[src/design/aux_pll_pkg.sv]
// constants, types and helpers shared by the aux clock / synth override block
package aux_pll_pkg;

   // ****************************************************************
   // register map of the serial register port
   // ****************************************************************
   localparam int ADDR_BITS = 15;
   localparam int FRAME_BITS = 24;
   localparam logic [4:0] CNT_ADDR_DONE = 5'h10;
   localparam logic [4:0] CNT_FRAME_DONE = 5'h18;
   localparam logic [14:0] ADDR_AUX_CTRL = 15'h0057;
   localparam logic [14:0] ADDR_SYNTH_OVR = 15'h0058;
   localparam logic [7:0] AUX_CTRL_RESET = 8'h00;
   localparam logic [7:0] SYNTH_OVR_RESET = 8'h00;

   // ****************************************************************
   // field encodings
   // ****************************************************************
   localparam logic [2:0] SEL_UI16 = 3'h0;
   localparam logic [2:0] SEL_UI32 = 3'h1;
   localparam logic [2:0] SEL_UI64 = 3'h2;
   localparam logic [2:0] SEL_TSTAMP = 3'h3;
   localparam logic [1:0] REFDIV_OFF = 2'h0;
   localparam logic [1:0] REFDIV_DIV1 = 2'h1;
   localparam logic [1:0] REFDIV_DIV2 = 2'h2;
   localparam logic [1:0] REFDIV_DIV4 = 2'h3;
   // half periods of the aux clock in unit-interval ticks
   localparam logic [5:0] HALF_UI16 = 6'h08;
   localparam logic [5:0] HALF_UI32 = 6'h10;
   localparam logic [5:0] HALF_UI64 = 6'h20;

   // ****************************************************************
   // bit positions in the synchronised pin vector
   // ****************************************************************
   localparam int PIN_W = 8;
   localparam int PIN_SDI = 0;
   localparam int PIN_CSB = 1;
   localparam int PIN_SCLK = 2;
   localparam int PIN_SYNTH_EN = 3;
   localparam int PIN_SE_REF = 4;
   localparam int PIN_CFG0 = 5;
   localparam int PIN_CFG1 = 6;
   localparam int PIN_TSTAMP = 7;
   // chip select idles high, everything else low
   localparam logic [7:0] PIN_RESET = 8'h02;

   // ****************************************************************
   // types
   // ****************************************************************
   typedef struct packed {
      logic aux_out_enable;
      logic [3:0] reserved;
      logic [2:0] aux_out_select;
   } aux_ctrl_s;

   typedef struct packed {
      logic synth_override_enable;
      logic reserved;
      logic [1:0] refdiv_out_b_select;
      logic [1:0] refdiv_out_a_select;
      logic se_ref_select_value;
      logic synth_enable_value;
   } synth_ovr_s;

   typedef enum logic [2:0] {
      ST_IDLE = 3'b001,
      ST_SHIFT = 3'b010,
      ST_HOLD = 3'b100
   } spi_state_e;

   // half period of the lane-derived aux clock for a select code
   function automatic logic [5:0] aux_half(input logic [2:0] sel);
      case (sel)
         SEL_UI16: aux_half = HALF_UI16;
         SEL_UI32: aux_half = HALF_UI32;
         default: aux_half = HALF_UI64;
      endcase
   endfunction

   // lane-derived aux source is used for codes 0 to 2
   function automatic logic aux_from_lane(input logic [2:0] sel);
      aux_from_lane = (sel <= SEL_UI64);
   endfunction

endpackage

[src/design/pin_sync.sv]
// three-stage synchroniser with agreement filter for asynchronous pins
`timescale 1ns/1ps
`default_nettype none

module pin_sync #(
   parameter int W = 1,
   parameter logic [W-1:0] RESET_VAL = '0
) (
   // clock and reset
   input wire logic clk,
   input wire logic rst,
   // pins and filtered levels
   input wire logic [W-1:0] pin_in,
   output logic [W-1:0] level_out
);

   logic [W-1:0] s1_q, s2_q, s3_q, out_q;
   logic [W-1:0] out_d;

   // a bit moves only once the second and third stage agree
   always_comb begin
      out_d = out_q;
      for (int i = 0; i < W; i++) begin
         if (s2_q[i] == s3_q[i]) begin
            out_d[i] = s2_q[i];
         end
      end
   end

   always_ff @(posedge clk) begin
      if (rst) begin
         s1_q <= RESET_VAL;
         s2_q <= RESET_VAL;
         s3_q <= RESET_VAL;
         out_q <= RESET_VAL;
      end else begin
         s1_q <= pin_in;
         s2_q <= s1_q;
         s3_q <= s2_q;
         out_q <= out_d;
      end
   end

   assign level_out = out_q;

endmodule

`default_nettype wire

[src/design/aux_pll_ctrl.sv]
// aux clock output and clock-synth pin override with its serial register port
`timescale 1ns/1ps
`default_nettype none

module aux_pll_ctrl
   import aux_pll_pkg::*;
(
   // clock and reset
   input wire logic clk,
   input wire logic rst,
   // serial register port
   input wire logic spi_sclk,
   input wire logic spi_csb,
   input wire logic spi_sdi,
   output logic spi_sdo_out,
   output logic spi_sdo_oe,
   // serializer side
   input wire logic ui_tick,
   input wire logic serializer_reinit,
   // board pins
   input wire logic timestamp_input_pair,
   input wire logic synth_enable_pin,
   input wire logic se_ref_select_pin,
   input wire logic clock_cfg_pin0,
   input wire logic clock_cfg_pin1,
   // aux output
   output logic aux_out_pair,
   output logic aux_out_enable,
   // synthesizer controls
   output logic synth_enable,
   output logic se_ref_select,
   output logic [1:0] refdiv_out_a,
   output logic [1:0] refdiv_out_b
);

   // ****************************************************************
   // pin synchronisers
   // ****************************************************************
   logic [PIN_W-1:0] pins_raw, pins_s;

   assign pins_raw = {timestamp_input_pair, clock_cfg_pin1, clock_cfg_pin0,
                      se_ref_select_pin, synth_enable_pin, spi_sclk, spi_csb, spi_sdi};

   pin_sync #(
      .W(PIN_W),
      .RESET_VAL(PIN_RESET)
   ) u_sync (
      .clk(clk),
      .rst(rst),
      .pin_in(pins_raw),
      .level_out(pins_s)
   );

   // ****************************************************************
   // serial register port
   // ****************************************************************
   // frame: read flag, 15 address bits, 8 data bits, msb first, mode 0
   spi_state_e state_q, state_d;
   logic [4:0] cnt_q, cnt_d;
   logic [23:0] shreg_q, shreg_d;
   logic [7:0] tx_q, tx_d;
   logic sclk_p_q, sdo_q, sdo_d, oe_q, oe_d, rd_q, rd_d;
   aux_ctrl_s aux_q, aux_d;
   synth_ovr_s ovr_q, ovr_d;
   logic rise, fall, is_read;
   logic [14:0] addr;

   assign rise = pins_s[PIN_SCLK] && !sclk_p_q;
   assign fall = !pins_s[PIN_SCLK] && sclk_p_q;
   // the read flag climbs the shift register bit by bit, so it is latched at bit 16
   assign is_read = rd_q;
   assign addr = shreg_q[14:0];

   always_comb begin
      state_d = state_q;
      cnt_d = cnt_q;
      shreg_d = shreg_q;
      tx_d = tx_q;
      sdo_d = sdo_q;
      oe_d = oe_q;
      rd_d = rd_q;
      aux_d = aux_q;
      ovr_d = ovr_q;
      if (pins_s[PIN_CSB]) begin
         state_d = ST_IDLE;
         cnt_d = '0;
         oe_d = 1'b0;
         rd_d = 1'b0;
      end else begin
         case (state_q)
            ST_IDLE: begin
               state_d = ST_SHIFT;
               cnt_d = '0;
            end
            ST_SHIFT: begin
               if (rise) begin
                  shreg_d = {shreg_q[22:0], pins_s[PIN_SDI]};
                  cnt_d = cnt_q + 5'h01;
                  if (cnt_q + 5'h01 == CNT_ADDR_DONE) begin
                     rd_d = shreg_q[14];
                     // read data comes back from the addressed register
                     case ({shreg_q[13:0], pins_s[PIN_SDI]})
                        ADDR_AUX_CTRL: tx_d = aux_q;
                        ADDR_SYNTH_OVR: tx_d = ovr_q;
                        default: tx_d = 8'h00;
                     endcase
                  end
                  if (cnt_q + 5'h01 == CNT_FRAME_DONE) begin
                     state_d = ST_HOLD;
                     // reserved bits are stored as written, host keeps them zero
                     if (!shreg_q[22]) begin
                        // select should only move while disabled
                        if (shreg_q[21:7] == ADDR_AUX_CTRL) begin
                           aux_d = {shreg_q[6:0], pins_s[PIN_SDI]};
                        end else if (shreg_q[21:7] == ADDR_SYNTH_OVR) begin
                           ovr_d = {shreg_q[6:0], pins_s[PIN_SDI]};
                        end
                     end
                  end
               end
               if (fall && cnt_q >= CNT_ADDR_DONE && is_read) begin
                  sdo_d = tx_q[7];
                  tx_d = {tx_q[6:0], 1'b0};
                  oe_d = 1'b1;
               end
            end
            ST_HOLD: begin
               // extra clocks after a full frame are ignored until deselect
               if (fall) begin
                  oe_d = 1'b0;
               end
            end
            default: begin
               state_d = ST_IDLE;
            end
         endcase
      end
   end

   always_ff @(posedge clk) begin
      if (rst) begin
         state_q <= ST_IDLE;
         cnt_q <= '0;
         shreg_q <= '0;
         tx_q <= '0;
         sclk_p_q <= 1'b0;
         sdo_q <= 1'b0;
         oe_q <= 1'b0;
         rd_q <= 1'b0;
         aux_q <= AUX_CTRL_RESET;
         ovr_q <= SYNTH_OVR_RESET;
      end else begin
         state_q <= state_d;
         cnt_q <= cnt_d;
         shreg_q <= shreg_d;
         tx_q <= tx_d;
         sclk_p_q <= pins_s[PIN_SCLK];
         sdo_q <= sdo_d;
         oe_q <= oe_d;
         rd_q <= rd_d;
         aux_q <= aux_d;
         ovr_q <= ovr_d;
      end
   end

   assign spi_sdo_out = sdo_q;
   assign spi_sdo_oe = oe_q;

   // ****************************************************************
   // aux output
   // ****************************************************************
   logic [5:0] div_q, div_d;
   logic aux_out_q, aux_out_d, aux_en_q;

   always_comb begin
      div_d = div_q;
      aux_out_d = aux_out_q;
      if (!aux_q.aux_out_enable) begin
         // buffer and divider off
         div_d = '0;
         aux_out_d = 1'b0;
      end else if (aux_from_lane(aux_q.aux_out_select)) begin
         if (serializer_reinit) begin
            // lane clocking restarts, so does the divided clock
            div_d = '0;
            aux_out_d = 1'b0;
         end else if (ui_tick) begin
            if (div_q == aux_half(aux_q.aux_out_select) - 6'h01) begin
               div_d = '0;
               aux_out_d = !aux_out_q;
            end else begin
               div_d = div_q + 6'h01;
            end
         end
      end else if (aux_q.aux_out_select == SEL_TSTAMP) begin
         div_d = '0;
         aux_out_d = pins_s[PIN_TSTAMP];
      end else begin
         // reserved codes drive a quiet output
         div_d = '0;
         aux_out_d = 1'b0;
      end
   end

   always_ff @(posedge clk) begin
      if (rst) begin
         div_q <= '0;
         aux_out_q <= 1'b0;
         aux_en_q <= 1'b0;
      end else begin
         div_q <= div_d;
         aux_out_q <= aux_out_d;
         aux_en_q <= aux_q.aux_out_enable;
      end
   end

   assign aux_out_pair = aux_out_q;
   assign aux_out_enable = aux_en_q;

   // ****************************************************************
   // synthesizer control source
   // ****************************************************************
   logic synth_en_q, synth_en_d, se_q, se_d;
   logic [1:0] a_q, a_d, b_q, b_d;

   // recomputed every cycle so pin changes and mode flips reach the registered outputs on the next clock
   always_comb begin
      if (ovr_q.synth_override_enable) begin
         synth_en_d = ovr_q.synth_enable_value;
         se_d = ovr_q.se_ref_select_value;
         a_d = ovr_q.refdiv_out_a_select;
         b_d = ovr_q.refdiv_out_b_select;
      end else begin
         synth_en_d = pins_s[PIN_SYNTH_EN];
         se_d = pins_s[PIN_SE_REF];
         a_d = {pins_s[PIN_CFG1], pins_s[PIN_CFG0]};
         b_d = {pins_s[PIN_CFG1], pins_s[PIN_CFG0]};
      end
      if (a_d == REFDIV_OFF) begin
         b_d = REFDIV_OFF;
      end
   end

   always_ff @(posedge clk) begin
      if (rst) begin
         synth_en_q <= 1'b0;
         se_q <= 1'b0;
         a_q <= REFDIV_OFF;
         b_q <= REFDIV_OFF;
      end else begin
         synth_en_q <= synth_en_d;
         se_q <= se_d;
         a_q <= a_d;
         b_q <= b_d;
      end
   end

   assign synth_enable = synth_en_q;
   assign se_ref_select = se_q;
   assign refdiv_out_a = a_q;
   assign refdiv_out_b = b_q;

   // ****************************************************************
   // assertions
   // ****************************************************************
   aux_off_a: assert property (@(posedge clk) disable iff (rst)
      !aux_q.aux_out_enable |=> !aux_out_pair && !aux_out_enable)
      else $error("aux output active while disabled");

   aux_toggle_a: assert property (@(posedge clk) disable iff (rst)
      aux_q.aux_out_enable && aux_from_lane(aux_q.aux_out_select) && ui_tick
      && !serializer_reinit && div_q == aux_half(aux_q.aux_out_select) - 6'h01
      |=> aux_out_pair != $past(aux_out_pair))
      else $error("aux clock missed its half period edge");

   tstamp_follow_a: assert property (@(posedge clk) disable iff (rst)
      aux_q.aux_out_enable && aux_q.aux_out_select == SEL_TSTAMP
      |=> aux_out_pair == $past(pins_s[PIN_TSTAMP]))
      else $error("aux output not following timestamp");

   reinit_cut_a: assert property (@(posedge clk) disable iff (rst)
      aux_q.aux_out_enable && aux_from_lane(aux_q.aux_out_select) && serializer_reinit
      |=> !aux_out_pair && div_q == 6'h00)
      else $error("aux clock kept running through reinit");

   reset_value_a: assert property (@(posedge clk) disable iff (rst)
      $past(rst) |-> aux_q == AUX_CTRL_RESET && !aux_out_pair)
      else $error("aux control not zero after reset");

   ovr_enable_a: assert property (@(posedge clk) disable iff (rst)
      ovr_q.synth_override_enable |=> synth_enable == $past(ovr_q.synth_enable_value))
      else $error("synth enable ignores override value");

   ovr_se_a: assert property (@(posedge clk) disable iff (rst)
      ovr_q.synth_override_enable |=> se_ref_select == $past(ovr_q.se_ref_select_value))
      else $error("reference select ignores override value");

   pin_track_a: assert property (@(posedge clk) disable iff (rst)
      !ovr_q.synth_override_enable ##1 !$past(ovr_q.synth_override_enable)
      |-> synth_enable == $past(pins_s[PIN_SYNTH_EN]))
      else $error("pin mode does not follow synth enable pin");

   pin_div_a: assert property (@(posedge clk) disable iff (rst)
      !ovr_q.synth_override_enable
      |=> refdiv_out_a == $past({pins_s[PIN_CFG1], pins_s[PIN_CFG0]}))
      else $error("pin mode divided output not from config pins");

   a_mode_a: assert property (@(posedge clk) disable iff (rst)
      ovr_q.synth_override_enable |=> refdiv_out_a == $past(ovr_q.refdiv_out_a_select))
      else $error("first divided output ignores its field");

   b_mode_a: assert property (@(posedge clk) disable iff (rst)
      ovr_q.synth_override_enable && ovr_q.refdiv_out_a_select != REFDIV_OFF
      |=> refdiv_out_b == $past(ovr_q.refdiv_out_b_select))
      else $error("second divided output ignores its field");

   b_needs_a_a: assert property (@(posedge clk) disable iff (rst)
      refdiv_out_a == REFDIV_OFF |-> refdiv_out_b == REFDIV_OFF)
      else $error("second output runs without the first");

endmodule

`default_nettype wire

[config.mk]
export PLATFORM = sky130hd
export DESIGN_NAME = aux_pll_ctrl
export DESIGN_NICKNAME = d
export VERILOG_FILES = /design/src/design/aux_pll_pkg.sv /design/src/design/pin_sync.sv /design/src/design/aux_pll_ctrl.sv
export SDC_FILE = /design/constraint.sdc
export NUM_CORES = 1
export LEC_CHECK = 0
export BUFFER_PORTS_ARGS = -buffer_cell sky130_fd_sc_hd__clkbuf_2
export CAP_MARGIN = 5
export CORE_ASPECT_RATIO = 1.4
export CORE_MARGIN = 8
export CORE_UTILIZATION = 60
export DETAILED_ROUTE_END_ITERATION = 12
export MAX_ROUTING_LAYER = met4
export PLACE_DENSITY = 0.87
export SETUP_SLACK_MARGIN = 0.15
export SYNTH_ARGS = -nofsm -noshare
export SYNTH_HDL_FRONTEND = slang
export SYNTH_SLANG_ARGS = --single-unit
[constraint.sdc]
create_clock -name clk -period 6.55 [get_ports clk]
set_input_delay 0.655 -clock clk [delete_from_list [all_inputs] [get_ports clk]]
set_output_delay 0.655 -clock clk [all_outputs]
set_load 0.05 [all_outputs]
==> flow_summary.yaml <==
sta:
  finalClockSkew_ns: 0.0111
  period_share_pct: 46.9
  relSlewSlack_pct: 20.7
  worst_pin_slew_ns: 1.18
  fin_crit_ns: 3.07
  rsz0062_at_grt: "no"
  slew_violations: 0
  fmax_ghz: 0.326
  finalSetupViolCount: 0
  whs_ns: 0.424
  fin_tns_setup_ns: 0
  worst_slack_ns: 3.48
  hold_violations: 0
yosys:
  synthFlopType: "dfxtp_1"
  syn_inst: 472
  yosysWarningCount: 0
  yosys.cell_count.top_type: "dfxtp_1"
  syn_nets: 489
  synth_top_cells_by_count: "dfxtp_1 (105), nand2_1 (81), a21oi_1 (55)"
  synth_cell_types: 45
  yosys-top-cells-area: "dfxtp_1 (51%), nand2_1 (7.4%), a21oi_1 (6.7%)"
  syn-mean-instance-area_um2: 8.73
  seq_area_frac_synth_pct: 51.0
  yosysTopAreaCell: "dfxtp_1"
  syn_area_um2: 4120
  synthArstFlopShare_pct: 0
  synth-seq-cells: 105
  synth_edf_count: 0
  yosysTopAreaCellShare_pct: 51.0
clocking:
  clock_latency_ns: 0.38
  clockBufferDepth: 2
  cts_hold_buf: 0
  clock-sinks: 105
  numCtsBuffers: 9
  path_clk_slew_ns: 0.10
  htree_levels: 3
  cts-root-buf: "clkbuf_8"
  ctsResizeCount: 0
  post_cts_buffers: 0
  cts_tree: "done"
power:
  leakage_nw: 1.49
  power_density_nw_per_um2: 239
  p_sw_share_pct: 24.3
  p_switching_mw: 0.258
  clockPowerShare_pct: 37.4
  p_comb_share_pct: 1.7
  power_mw: 1.06
  intPower_mw: 0.804
  ir_worst_vdd_v: 0.000187
  seq_power_share_pct: 60.9
routing:
  maxUsedRoutingLayer: "met4"
  drt-met1-wl_um: 3500
  wl_per_cell_um: 13.9
  drt_wl_total_um: 7970
  drtIter0Drc: 248
  drcViolationCount: 0
  routed-via-count: 3246
  ant_nets: 0
  via_per_inst: 5.65
  dr_wl_met3_um: 277
  first_pass_iters: 5
  met2_length_um: 4070
global_route:
  overflow: 0
  grt_pass1_vias: 3094
  grt_pass1_wl_um: 13600
  grtUsageTotal_pct: 17.5
  grt_max_degree: 89
  antenna_found_initial: 0
worst_setup_path:
  path_class: "register to register"
  start_kind: "register"
  cp.arrival_ns: 3.30
  cp.required_ns: 6.78
  crit_slowest_cell: "or4_1"
  path_cells: "or3b_1, or3_1, or4_1, o21ai_0, a21oi_1"
  critical_path.max_stage_delay_ns: 0.92
  worst_setup_path_end_kind: "register"
  path_max_fanout: 25
die:
  initial_core_util_pct: 62.3
  design.portCount: 22
  die_area_um2: 9810
  fp.dieH_um: 114
  die_w_um: 86.0
  num_rows: 35
  core-area_um2: 6610
placement:
  place_ws_ns: 3.51
  port_buffers: 21
  place.gp.congestion: 0.897
  dp_hpwl_um: 5350
layout:
  diodes: 0
  multi_input_area_um2: 1870
  area.sequential_um2: 2100
  n_fill_cell: 519
  nNetsFinal: 495
  syn_to_final_growth_pct: 7.84
  drive_gt1_share_pct: 9.52
status:
  status: "complete, no violations"
hold_path:
  hold_class: "register to register"
run:
  drv_cap: 0
-- cells in the final DEF (no fill, tap or decap), drive strengths merged, types with 2 or more instances in the layout --
cell type	Yosys	routed
buf	9	2
ha	5	5
a211oi	16	16
or3	2	2
nor2b	25	25
xor2	6	6
a31oi	2	2
nor4	2	2
o21ai	34	34
clkinv	0	4
nand3	21	21
mux2i	6	6
nand3b	3	3
and4b	3	3
nand2	81	81
nand2b	6	6
dfxtp	105	105
nand4b	4	4
a22oi	3	3
xnor2	5	5
nor4b	5	5
nand4	2	2
nor2	21	21
and3	2	2
nor3	6	6
or2	4	4
inv	7	9
clkbuf	19	30
a21oi	55	55
-- cell families after synthesis --
family | Yosys count | share of synthesized area, %
flops | 105 | 51.0
simple gates | 193 | 23.9
mux | 6 | 1.46
buf+inv | 35 | 3.71
xor+xnor | 11 | 2.34
fa+ha+maj | 5 | 1.52
compound gates | 117 | 16.1
-- through the flow --
step	cells	area (um^2)	utilization, %
5_1_grt	575	4440	67.2
3_5_place_dp	559	4230	64.0
3_3_place_gp	559	4230	64.0
2_1_floorplan	472	4120	-
4_1_cts	575	4440	67.2
6_report	575	4440	67.2
-- per-layer routing --
layer,GRT usage (%),vias to the layer above
met5,-,-
met4,7.28,0
met3,4.32,12
met2,28.7,61
met1,19.9,1532
li1,-,1641
-- layout make-up --
type	instances	share of cell area [%]
tap	92	2.59
clock inverter	7	1.92
multi-input combinational	332	42.1
sequential	105	47.3
inverter	7	0.592
timing repair buffer	23	2.70
clock buffer	9	2.79
-- final timing paths --
kind	startpoint	endpoint	slack, ns	cells after the start
worst max-delay path	state_q[1]$_SDFFE_PP0P_	ovr_q[5]$_SDFFE_PP0P_	3.48	5
worst min-delay path	u_sync.s1_q[1]$_SDFF_PP1_	u_sync.s2_q[1]$_SDFF_PP1_	0.42	1
worst max register to register	state_q[1]$_SDFFE_PP0P_	ovr_q[5]$_SDFFE_PP0P_	3.48	5
worst min register to register	u_sync.s1_q[1]$_SDFF_PP1_	u_sync.s2_q[1]$_SDFF_PP1_	0.42	1
-- power groups by stage --
| stage | logic (mW) | clock network (mW) | registers [mW] |
|---|---|---|---|
| floorplan | 0.0127 | 0 | 0.661 |
| global placement | 0.0180 | 0 | 0.661 |
| detailed placement | 0.0186 | 0 | 0.661 |
| CTS | 0.0186 | 0.401 | 0.646 |
| global route | 0.0204 | 0.433 | 0.647 |
| finish | 0.0183 | 0.397 | 0.646 |
-- sequential cells by signal, summed over array words and instances, names as in the netlist --
signal	cells
state_q	3
is_read	1
spi_sdo_out	1
spi_sdo_oe	1
shreg_q	23
se_ref_select	1
synth_enable	1
aux_out_enable	1
tx_q	8
aux_out_pair	1
refdiv_out_a	2
aux_q	8
cnt_q	5
u_sync.s2_q	8
div_q	6
sclk_p_q	1
ovr_q	8
u_sync.s3_q	8
u_sync.s1_q	8
refdiv_out_b	2
u_sync.level_out	8
-- critical path: cells and delay by family, from the launching register on --
family	cells	cell delay, ns
AND/OR/NAND/NOR	3	2.12
flip-flops	1	0.43
AO/OA/AOI/OAI	2	0.37
(Power assumes the default switching activity.)
